===== src/shared/lkos_pkg.sv =====
// Constants, types and helpers of the lock-in output scaling datapath.
// Assumes a single 25 MHz clock and 16-bit signed codes where full scale
// (10 V, 100 %, 180 degrees) is FS_CODE.
package lkos_pkg;

  localparam int CLK_HZ          = 32'h017D_7840;
  localparam int DISP_RATE_HZ    = 32'h0000_0200;
  localparam int DISP_PERIOD_CYC = CLK_HZ / DISP_RATE_HZ;

  localparam int VW        = 24;
  localparam int NW        = 34;
  localparam int RW        = 20;
  localparam int DIV_STEPS = 14;

  localparam logic signed [15:0] FS_CODE = 16'sh4000;
  // Offsets are held in steps of 0.1 % of full scale
  localparam logic signed [15:0] OFF_MAX = 16'sh041A;
  // 16.384 codes per 0.1 %, approximated as 0x4189 / 1024
  localparam logic [14:0]        OFF_MUL = 15'h4189;
  localparam int                 OFF_SHR = 10;

  localparam logic [1:0] EXP_X1   = 2'h0;
  localparam logic [1:0] EXP_X10  = 2'h1;
  localparam logic [1:0] EXP_X100 = 2'h2;

  localparam logic [7:0] REG_X_OFF  = 8'h00;
  localparam logic [7:0] REG_Y_OFF  = 8'h04;
  localparam logic [7:0] REG_R_OFF  = 8'h08;
  localparam logic [7:0] REG_EXPAND = 8'h0C;
  localparam logic [7:0] REG_DCFG   = 8'h10;
  localparam logic [7:0] REG_GAIN   = 8'h14;
  localparam logic [7:0] REG_IND    = 8'h18;
  localparam logic [7:0] REG_DISP1  = 8'h1C;
  localparam logic [7:0] REG_DISP2  = 8'h20;

  localparam int EXP_X_LSB = 0;
  localparam int EXP_Y_LSB = 2;
  localparam int EXP_R_LSB = 4;
  localparam int CFG1_LSB  = 0;
  localparam int CFG2_LSB  = 8;

  localparam logic [11:0] RST_OFF   = 12'h000;
  localparam logic [5:0]  RST_EXP   = 6'h00;
  localparam logic [5:0]  RST_CFG   = 6'h00;
  localparam logic [2:0]  RST_SHIFT = 3'h0;

  // Channel 1: main X, mag R; channel 2: main Y, mag phase
  typedef enum logic [2:0] {
    Q_MAIN, Q_MAG, Q_NOISE, Q_AUXA, Q_AUXB
  } lkos_qty_t;

  typedef enum logic [1:0] {DIV_NONE, DIV_AUXA, DIV_AUXB} lkos_div_t;

  typedef enum logic [1:0] {S_IDLE, S_DIV, S_DONE} lkos_fsm_t;

  typedef struct packed {
    logic      follow;
    lkos_div_t div;
    lkos_qty_t qty;
  } lkos_chcfg_t;

  typedef struct packed {
    logic offs;
    logic expd;
    logic ratio;
  } lkos_ind_t;

  typedef struct packed {
    logic signed [15:0] x;
    logic signed [15:0] y;
    logic signed [15:0] r;
    logic signed [15:0] theta;
    logic signed [15:0] xn;
    logic signed [15:0] yn;
  } lkos_det_t;

  typedef struct packed {
    logic signed [15:0] a1;
    logic signed [15:0] a2;
    logic signed [15:0] a3;
    logic signed [15:0] a4;
  } lkos_aux_t;

  typedef struct packed {
    logic signed [11:0]   x_off;
    logic signed [11:0]   y_off;
    logic signed [11:0]   r_off;
    logic [5:0]           expd;
    lkos_chcfg_t [1:0]    cfg;
    logic [2:0]           shift;
    logic [31:0]          rdata;
    logic signed [15:0]   rear_x;
    logic signed [15:0]   rear_y;
    logic [1:0][15:0]     front;
    logic [1:0][15:0]     disp;
    lkos_ind_t [1:0]      ind;
    logic [15:0]          tick_cnt;
    lkos_fsm_t            fsm;
    logic [3:0]           step;
    logic [1:0][RW-1:0]   rem;
    logic [1:0][RW-1:0]   dv;
    logic [1:0][13:0]     quo;
    logic [1:0]           neg;
    logic [1:0]           sat;
    logic [1:0]           rat;
    logic [1:0][15:0]     plain;
    logic                 upd;
  } lkos_state_t;

  function automatic logic signed [15:0] sat_fs(
    input logic signed [NW-1:0] v
  );
    logic signed [15:0] r;
    if (v > NW'(FS_CODE)) r = FS_CODE;
    else if (v < -NW'(FS_CODE)) r = -FS_CODE;
    else r = v[15:0];
    return r;
  endfunction

endpackage


===== src/rtl/lkos_offexp.sv =====
// Offset and expand of one quantity: display value, ratio numerator and
// saturated output code. Purely combinational; the caller registers.
`timescale 1ns/10ps
module lkos_offexp
  import lkos_pkg::*;
(
  // Quantity and its settings
  input  wire logic signed [VW-1:0] val_i,
  input  wire logic signed [11:0]   off_i,
  input  wire logic [1:0]           exp_i,
  // Results
  output logic signed [15:0]        disp_o,
  output logic signed [NW-1:0]      num_o,
  output logic signed [15:0]        out_o
);
  logic signed [NW-1:0] off_frac;
  logic signed [NW-1:0] diff;
  logic signed [NW-1:0] mul;

  always_comb begin
    off_frac = (NW'(off_i) * NW'($signed({1'b0, OFF_MUL}))) >>> OFF_SHR;
    diff     = NW'(val_i) - off_frac;
    case (exp_i)
      EXP_X10:  mul = 34'sh0_0000_000A;
      EXP_X100: mul = 34'sh0_0000_0064;
      default:  mul = 34'sh0_0000_0001;
    endcase
    disp_o = sat_fs(diff);
    num_o  = NW'(diff * mul);
    out_o  = sat_fs(num_o);
  end
endmodule


===== src/rtl/lkos_scaling.sv =====
// Output scaling datapath of a lock-in: offset, expand, display selection,
// ratio percentages, indicators and output converter codes.
// Assumes detector and aux samples arrive on ref_clk_i, already filtered.
//
// What this block does
// - Rear X and Y outputs carry filtered detector values with offset, expand.
// - Front outputs show either their display or X / Y like the rear.
// - A front output following its display refreshes at 512 Hz only.
// - Display one shows X, R, X noise, aux 1 or 2, optionally ratioed.
// - Display two shows Y, phase, Y noise, aux 3 or 4, optionally ratioed.
// - Total gain stays full scale over sensitivity; reserve only shifts split.
// - Full scale of plain X, Y or R maps to 10 V everywhere.
// - Phase spans +-180 degrees at 18 degrees per volt.
// - Offsets are percent of full scale, up to +-105, sensitivity independent.
// - Output equals (signal/sens - offset) times expand times 10 V, limited.
// - X, Y offset and expand act on X and Y only; R has its own.
// - Displays subtract the active offset from affected quantities.
// - Offset indicator lights when a nonzero offset affects the display.
// - Expand raises resolution only and never scales plain displayed values.
// - Expand indicator lights when a non-unity expand affects the display.
// - Ratio display percent is expanded numerator over aux volts, max 100.
// - Phase as ratio numerator uses 180 degrees as full scale.
// - Ratio indicator is on while a ratio divisor is selected, from one edge after the setting.
// - Front output following a ratio display gives percent times 10 V.
//
// Our own choices: the address map and the strobed register port.
`timescale 1ns/10ps
module lkos_scaling
  import lkos_pkg::*;
#(
  parameter int DISP_PERIOD = DISP_PERIOD_CYC
)(
  // Clock and reset
  input  wire logic              ref_clk_i,
  input  wire logic              reset_i,
  // Register port
  input  wire logic [7:0]        addr_i,
  input  wire logic [31:0]       wdata_i,
  input  wire logic              wr_i,
  input  wire logic              rd_i,
  output logic [31:0]            rdata_o,
  // Detector and aux samples
  input  wire lkos_det_t         det_i,
  input  wire logic              det_valid_i,
  input  wire lkos_aux_t         aux_i,
  // Converter codes
  output logic signed [15:0]     rear_x_o,
  output logic signed [15:0]     rear_y_o,
  output logic signed [15:0]     front1_o,
  output logic signed [15:0]     front2_o,
  // Display values and indicators
  output logic signed [15:0]     disp1_o,
  output logic signed [15:0]     disp2_o,
  output lkos_ind_t              ind1_o,
  output lkos_ind_t              ind2_o,
  output logic                   disp_upd_o
);
  lkos_state_t st_q;
  lkos_state_t st_d;

  logic signed [VW-1:0] xs;
  logic signed [VW-1:0] ys;
  logic signed [VW-1:0] rs;
  logic signed [VW-1:0] xns;
  logic signed [VW-1:0] yns;
  logic signed [15:0]   xd, yd, rd;
  logic signed [15:0]   xo, yo;
  logic signed [NW-1:0] xn, yn, rn;
  logic signed [15:0]   qv [2][5];
  logic signed [NW-1:0] qn [2][5];
  logic                 qo [2][5];
  logic                 qe [2][5];
  logic signed [15:0]   av [2][2];
  logic                 rat_sel1;

  always_comb begin
    xs  = VW'(det_i.x)  <<< st_q.shift;
    ys  = VW'(det_i.y)  <<< st_q.shift;
    rs  = VW'(det_i.r)  <<< st_q.shift;
    xns = VW'(det_i.xn) <<< st_q.shift;
    yns = VW'(det_i.yn) <<< st_q.shift;
  end

  lkos_offexp u_x (
    .val_i  (xs),
    .off_i  (st_q.x_off),
    .exp_i  (st_q.expd[EXP_X_LSB +: 2]),
    .disp_o (xd),
    .num_o  (xn),
    .out_o  (xo)
  );

  lkos_offexp u_y (
    .val_i  (ys),
    .off_i  (st_q.y_off),
    .exp_i  (st_q.expd[EXP_Y_LSB +: 2]),
    .disp_o (yd),
    .num_o  (yn),
    .out_o  (yo)
  );

  lkos_offexp u_r (
    .val_i  (rs),
    .off_i  (st_q.r_off),
    .exp_i  (st_q.expd[EXP_R_LSB +: 2]),
    .disp_o (rd),
    .num_o  (rn),
    .out_o  ()
  );

  always_comb begin
    qv[0] = '{xd, rd, sat_fs(NW'(xns)), aux_i.a1, aux_i.a2};
    qn[0] = '{xn, rn, NW'(xns), NW'(aux_i.a1), NW'(aux_i.a2)};
    qv[1] = '{yd, det_i.theta, sat_fs(NW'(yns)), aux_i.a3, aux_i.a4};
    qn[1] = '{yn, NW'(det_i.theta), NW'(yns), NW'(aux_i.a3),
              NW'(aux_i.a4)};
    qo[0] = '{st_q.x_off != 12'h000, st_q.r_off != 12'h000, 1'b0, 1'b0,
              1'b0};
    qo[1] = '{st_q.y_off != 12'h000, 1'b0, 1'b0, 1'b0, 1'b0};
    qe[0] = '{st_q.expd[EXP_X_LSB +: 2] != EXP_X1,
              st_q.expd[EXP_R_LSB +: 2] != EXP_X1, 1'b0, 1'b0, 1'b0};
    qe[1] = '{st_q.expd[EXP_Y_LSB +: 2] != EXP_X1, 1'b0, 1'b0, 1'b0, 1'b0};
    av[0] = '{aux_i.a1, aux_i.a2};
    av[1] = '{aux_i.a3, aux_i.a4};
  end

  assign rat_sel1 = st_q.cfg[0].div != DIV_NONE;

  always_comb begin
    int                 qi;
    logic               tick;
    logic signed [15:0] a;
    logic signed [NW-1:0] n;
    logic [15:0]        absa;
    logic [NW-1:0]      absn;
    logic [RW-1:0]      dvs;
    logic [RW-1:0]      r2;
    logic [15:0]        res;
    qi   = 0;
    a    = 16'sh0000;
    n    = '0;
    absa = 16'h0000;
    absn = '0;
    dvs  = '0;
    r2   = '0;
    res  = 16'h0000;
    st_d = st_q;
    st_d.upd = 1'b0;
    tick = st_q.tick_cnt == 16'(DISP_PERIOD - 1);
    st_d.tick_cnt = tick ? 16'h0000 : st_q.tick_cnt + 16'h0001;

    // Register writes; offsets are clamped so the range always holds
    if (wr_i) begin
      case (addr_i)
        REG_X_OFF, REG_Y_OFF, REG_R_OFF: begin
          res = wdata_i[15:0];
          if ($signed(res) > OFF_MAX) res = OFF_MAX;
          else if ($signed(res) < -OFF_MAX) res = -OFF_MAX;
          if (addr_i == REG_X_OFF) st_d.x_off = res[11:0];
          else if (addr_i == REG_Y_OFF) st_d.y_off = res[11:0];
          else st_d.r_off = res[11:0];
        end
        REG_EXPAND: st_d.expd = wdata_i[5:0];
        REG_DCFG: begin
          st_d.cfg[0] = wdata_i[CFG1_LSB +: 6];
          st_d.cfg[1] = wdata_i[CFG2_LSB +: 6];
        end
        REG_GAIN: st_d.shift = wdata_i[2:0];
        default: ;
      endcase
    end

    // Read data stand only in the cycle after the strobe
    st_d.rdata = 32'h0000_0000;
    if (rd_i) begin
      case (addr_i)
        REG_X_OFF:  st_d.rdata = 32'($signed(st_q.x_off));
        REG_Y_OFF:  st_d.rdata = 32'($signed(st_q.y_off));
        REG_R_OFF:  st_d.rdata = 32'($signed(st_q.r_off));
        REG_EXPAND: st_d.rdata = {26'h0, st_q.expd};
        REG_DCFG:   st_d.rdata = {18'h0, st_q.cfg[1], 2'h0, st_q.cfg[0]};
        REG_GAIN:   st_d.rdata = {29'h0, st_q.shift};
        REG_IND:    st_d.rdata = {26'h0, st_q.ind[1], st_q.ind[0]};
        REG_DISP1:  st_d.rdata = 32'($signed(st_q.disp[0]));
        REG_DISP2:  st_d.rdata = 32'($signed(st_q.disp[1]));
        default:    st_d.rdata = 32'h0000_0000;
      endcase
    end

    if (det_valid_i) begin
      st_d.rear_x = xo;
      st_d.rear_y = yo;
    end

    for (int c = 0; c < 2; c++) begin
      qi = (st_q.cfg[c].qty > Q_AUXB) ? 0 : int'(st_q.cfg[c].qty);
      st_d.ind[c].offs  = qo[c][qi];
      st_d.ind[c].expd  = qe[c][qi];
      st_d.ind[c].ratio = st_q.cfg[c].div != DIV_NONE;
      if (!st_q.cfg[c].follow) begin
        st_d.front[c] = (c == 0) ? st_d.rear_x : st_d.rear_y;
      end
    end

    case (st_q.fsm)
      S_IDLE: begin
        if (tick) begin
          for (int c = 0; c < 2; c++) begin
            qi = (st_q.cfg[c].qty > Q_AUXB) ? 0 : int'(st_q.cfg[c].qty);
            n  = qn[c][qi];
            a  = (st_q.cfg[c].div == DIV_AUXB) ? av[c][1] : av[c][0];
            absn = n[NW-1] ? NW'(-n) : NW'(n);
            absa = a[15] ? 16'(-a) : 16'(a);
            // Ten aux codes per FS code turns aux volts into percent
            dvs  = (RW'(absa) << 3) + (RW'(absa) << 1);
            st_d.plain[c] = qv[c][qi];
            st_d.rat[c]   = st_q.cfg[c].div != DIV_NONE;
            st_d.neg[c]   = n[NW-1] ^ a[15];
            st_d.sat[c]   = (absa == 16'h0000) || (absn >= NW'(dvs));
            st_d.rem[c]   = absn[RW-1:0];
            st_d.dv[c]    = dvs;
            st_d.quo[c]   = 14'h0000;
          end
          st_d.step = 4'h0;
          st_d.fsm  = S_DIV;
        end
      end
      S_DIV: begin
        for (int c = 0; c < 2; c++) begin
          r2 = {st_q.rem[c][RW-2:0], 1'b0};
          if (r2 >= st_q.dv[c]) begin
            st_d.rem[c] = r2 - st_q.dv[c];
            st_d.quo[c] = {st_q.quo[c][12:0], 1'b1};
          end else begin
            st_d.rem[c] = r2;
            st_d.quo[c] = {st_q.quo[c][12:0], 1'b0};
          end
        end
        st_d.step = st_q.step + 4'h1;
        if (st_q.step == 4'(DIV_STEPS - 1)) st_d.fsm = S_DONE;
      end
      S_DONE: begin
        for (int c = 0; c < 2; c++) begin
          if (!st_q.rat[c]) res = st_q.plain[c];
          else if (st_q.sat[c]) res = st_q.neg[c] ? -FS_CODE : FS_CODE;
          else res = st_q.neg[c] ? -{2'b00, st_q.quo[c]}
                                 : {2'b00, st_q.quo[c]};
          st_d.disp[c] = res;
          if (st_q.cfg[c].follow) st_d.front[c] = res;
        end
        st_d.upd = 1'b1;
        st_d.fsm = S_IDLE;
      end
      default: st_d.fsm = S_IDLE;
    endcase
  end

  always_ff @(posedge ref_clk_i or posedge reset_i) begin
    if (reset_i) begin
      st_q          <= '0;
      st_q.x_off    <= RST_OFF;
      st_q.y_off    <= RST_OFF;
      st_q.r_off    <= RST_OFF;
      st_q.expd     <= RST_EXP;
      st_q.cfg      <= {RST_CFG, RST_CFG};
      st_q.shift    <= RST_SHIFT;
      st_q.fsm      <= S_IDLE;
    end else begin
      st_q <= st_d;
    end
  end

  assign rdata_o    = st_q.rdata;
  assign rear_x_o   = st_q.rear_x;
  assign rear_y_o   = st_q.rear_y;
  assign front1_o   = st_q.front[0];
  assign front2_o   = st_q.front[1];
  assign disp1_o    = st_q.disp[0];
  assign disp2_o    = st_q.disp[1];
  assign ind1_o     = st_q.ind[0];
  assign ind2_o     = st_q.ind[1];
  assign disp_upd_o = st_q.upd;
endmodule


===== config.mk =====
export PLATFORM = sky130hd
export DESIGN_NAME = lkos_scaling
export DESIGN_NICKNAME = d
export VERILOG_FILES = /design/src/shared/lkos_pkg.sv /design/src/rtl/lkos_offexp.sv /design/src/rtl/lkos_scaling.sv
export SDC_FILE = /design/constraint.sdc
export NUM_CORES = 2
export LEC_CHECK = 0
export CAP_MARGIN = 25
export CELL_PAD_IN_SITES_DETAIL_PLACEMENT = 0
export CELL_PAD_IN_SITES_GLOBAL_PLACEMENT = 2
export CORE_ASPECT_RATIO = 1.25
export CORE_MARGIN = 4
export CORE_UTILIZATION = 41
export CTS_BUF_LIST = sky130_fd_sc_hd__clkbuf_8
export CTS_CLUSTER_DIAMETER = 60
export CTS_CLUSTER_SIZE = 30
export DETAILED_ROUTE_END_ITERATION = 8
export DONT_BUFFER_PORTS = 1
export PLACE_DENSITY_LB_ADDON = 0.1
export SYNTH_ARGS = -nofsm -noshare
export SYNTH_HDL_FRONTEND = slang
export SYNTH_SLANG_ARGS = --single-unit
export TNS_END_PERCENT = 20

===== constraint.sdc =====
create_clock -name ref_clk_i -period 15.8 [get_ports ref_clk_i]
set_clock_uncertainty 0.15 [all_clocks]
set_input_delay 0.79 -clock ref_clk_i [delete_from_list [all_inputs] [get_ports ref_clk_i]]
set_output_delay 0.79 -clock ref_clk_i [all_outputs]
set_load 0.02 [all_outputs]

==> reports/qor.txt <==
Hold Fails Final Rpt: 0
Initial Utilization: 0.413
EDFF count, synth: 0
Starting DRT DRC Count: 3868
WL/cell: 25.9 microns
clock network power share: 0.156
clk root buf: clkbuf_8
startpoint types: flop
vias per inst: 5.82
final setup violating endpoints: 0
#FFs+latches synth: 340
slew margin rel.: 0.212
Total GRT Usage: 0.302
Cells after Synth: 6795
placed cell area: 0.0581 sq mm
IO Pins: 340
Psw: 2.77 mW
slack of the worst reg-to-reg path: 0.77 ns
fin util: 0.439
die area: 0.143 sq mm
largest net degree at the start of global routing: 139
Worst Path Class, Setup: flop to flop
clock sink total: 340
Peak Freq: 66.5 MHz
Routed Wire Length: 221 mm
Synth-to-Final Area Change: 6.20%
cell-internal power: 2.55 mW
Flop pwr share: 0.187
row cnt: 151
Synth Warn #: 0
WP data arrival: 15.46 ns
commonest non-fill, non-tap cells in the layout: inv_1, ha_1, nand2_1
unique cell type count in the Yosys netlist: 112
clock buffer depth: 3
WP buf/inv: 5
Die W: 339 microns
Tcrit/Tclk final: 0.951
antenna-violating nets left: 0
most common cell after layout, fill and taps aside: inv_1
Tot Pwr: 5.32 mW
TritonCTS clock tree: built
Slew Viols, Final: 0
vias: 49600
Worst path top cell family by delay: compound AO/OA/AOI/OAI gates
Worst EP required: 16.23 ns
TritonCTS Buffers: 45
Slowest cell on crit path: fa_1
H-tree depth: 2
port buffer count: 0
Synth Net Count: 8075
core area: 0.136 sq mm
switch share: 0.521
share of cells above drive strength 1: 0.0834
leakage: 29.4 nW
CP Capture Type: flop
DRT Pass-1 Iters: 7
Syn Area/Cell: 8.25 sq um
DRC: 0
Synth Cell Area: 0.0560 sq mm
maximum VDD drop: 0.0656 mV
Worst Hold Class: input port to flop
CP max stage delay: 0.54 ns
Seq/Total Area, Yosys: 0.152
Slew @ Worst Pin: 1.18 ns
initial antenna violation count: 17
Max Cap Viol: 0
hpwl dp: 186 mm
Worst-path clk slew: 0.11 ns
die height: 421 microns
post-route design area: 0.0595 sq mm
Congestion Overflow GR: 0
minimum clock period after layout: 15.03 ns
PD cells: 89.4 mW/mm^2
crit-path max FO: 8
ys flop type: dfrtp_1
FFs w/ async S/R, synth: 1.00
NumNets Final: 7998
Logic pwr share: 0.657
wire length of the first global-routing pass: 329 mm
status: completed
GPL Wtd Cong: 0.953
vias in the first global route: 49900
Clk Latency, worst-skew pair: 0.77 ns
fillcell total: 14000
registers in the layout (all words and copies together) (netlist names):
name and cells:
ind1_o 3, disp2_o 16, disp_upd_o 1, disp1_o 16, front2_o 16, ind2_o 3, rear_x_o 16, rear_y_o 16
front1_o 16, rdata_o 16, st_q 221
final timing paths:
| kind | startpoint | to | cells after the start |
|---|---|---|---|
| worst max register to register | st_q[328]$_DFFE_PP0P_ | st_q[35]$_DFFE_PP0P_ | 63 |
| min in group asynchronous | reset_i | st_q[160]$_DFF_PP0_ | 2 |
| worst max-delay path | st_q[328]$_DFFE_PP0P_ | st_q[35]$_DFFE_PP0P_ | 63 |
| worst min-delay path | wdata_i[5] | st_q[323]$_DFFE_PP0P_ | 1 |
| max in group asynchronous | reset_i | rear_x_o[15]$_DFF_PP0_ | 4 |
| worst min register to register | st_q[83]$_DFFE_PP0P_ | st_q[83]$_DFFE_PP0P_ | 2 |
metrics by stage:
step | setup TNS, ns | hold slack [ns] | worst slack [ns] | std cells
after floorplan | 0 | 0.299 | 1.50 | 6795
after global placement | 0 | 0.312 | 0.438 | 8416
after detailed placement | 0 | 0.320 | 0.157 | 8419
after CTS | 0 | 0.00572 | 0.0569 | 8505
after global routing | -0.0263 | 0.0184 | -0.0263 | 8514
final | 0 | 0.0548 | 0.770 | 8524
cells by family (layout without fill, tap and decap cells):
| group | Yosys count | after routing | share of synthesized area |
|---|---|---|---|
| other | 0 | 11 | 0 |
| multiplexers | 233 | 233 | 0.0469 |
| adder cells (fa/ha/maj) | 1075 | 1075 | 0.290 |
| AND/OR/NAND/NOR | 1868 | 1868 | 0.162 |
| flip-flops | 340 | 340 | 0.152 |
| XOR/XNOR | 372 | 372 | 0.0581 |
| AO/OA/AOI/OAI | 1675 | 1675 | 0.197 |
| buffers and inverters | 1232 | 1191 | 0.0939 |
metal layers:
| layer | track usage | share of wire | up-vias |
|---|---|---|---|
| met5 | 0 | 0.00041 | - |
| met4 | 0.106 | 0.041 | 12 |
| met3 | 0.0660 | 0.076 | 332 |
| met1 | 0.398 | 0.43 | 24400 |
| met2 | 0.490 | 0.45 | 1538 |
| li1 | - | - | 23300 |
power groups by stage:
stage	clock (mW)	sequential [mW]	combinational (mW)
6_report	0.832	0.993	3.49
5_1_grt	0.884	0.995	3.82
4_1_cts	0.852	0.993	3.45
3_5_place_dp	0	1.01	3.43
3_3_place_gp	0	1.01	3.41
2_1_floorplan	0	0.937	2.24
area by class of cell:
cell class,instances,area [sq um],share of cell area
multi-input cells,5223,42500,0.715
flip-flops and latches,340,8530,0.143
inverters,855,3220,0.0540
well taps,1759,2200,0.0370
repair buffers,253,1920,0.0323
clock buffers,46,633,0.0106
clock inverters,37,457,0.00767
diodes,11,27.5,0.000462
synthesized netlist by cell type, types with 75 or more instances:
master | n | area (sq um)
o21a_1 | 107 | 803
a21o_1 | 106 | 796
and2_1 | 102 | 638
mux2i_1 | 138 | 1380
inv_1 | 845 | 3170
o21ai_0 | 407 | 2040
ha_1 | 699 | 8750
buf_4 | 141 | 1060
xnor2_1 | 235 | 2060
a21oi_1 | 348 | 1740
nand2b_1 | 82 | 513
nor2b_1 | 109 | 682
nor2_1 | 480 | 1800
clkbuf_1 | 186 | 698
fa_1 | 376 | 7530
xor2_1 | 137 | 1200
nand2_1 | 541 | 2030
nand3_1 | 102 | 510
nor3_1 | 133 | 666
mux2_2 | 75 | 845
dfrtp_1 | 340 | 8510
repair_timing:
action / CTS / global route
hold endpoints to repair: 86 / 0
endpoints found under the setup margin: 0 / 2
hold buffers: 3 / 0
buffers inserted: 0 / 7
resized for setup: 0 / 48
Note: power is estimated with default switching activity, not from simulation.
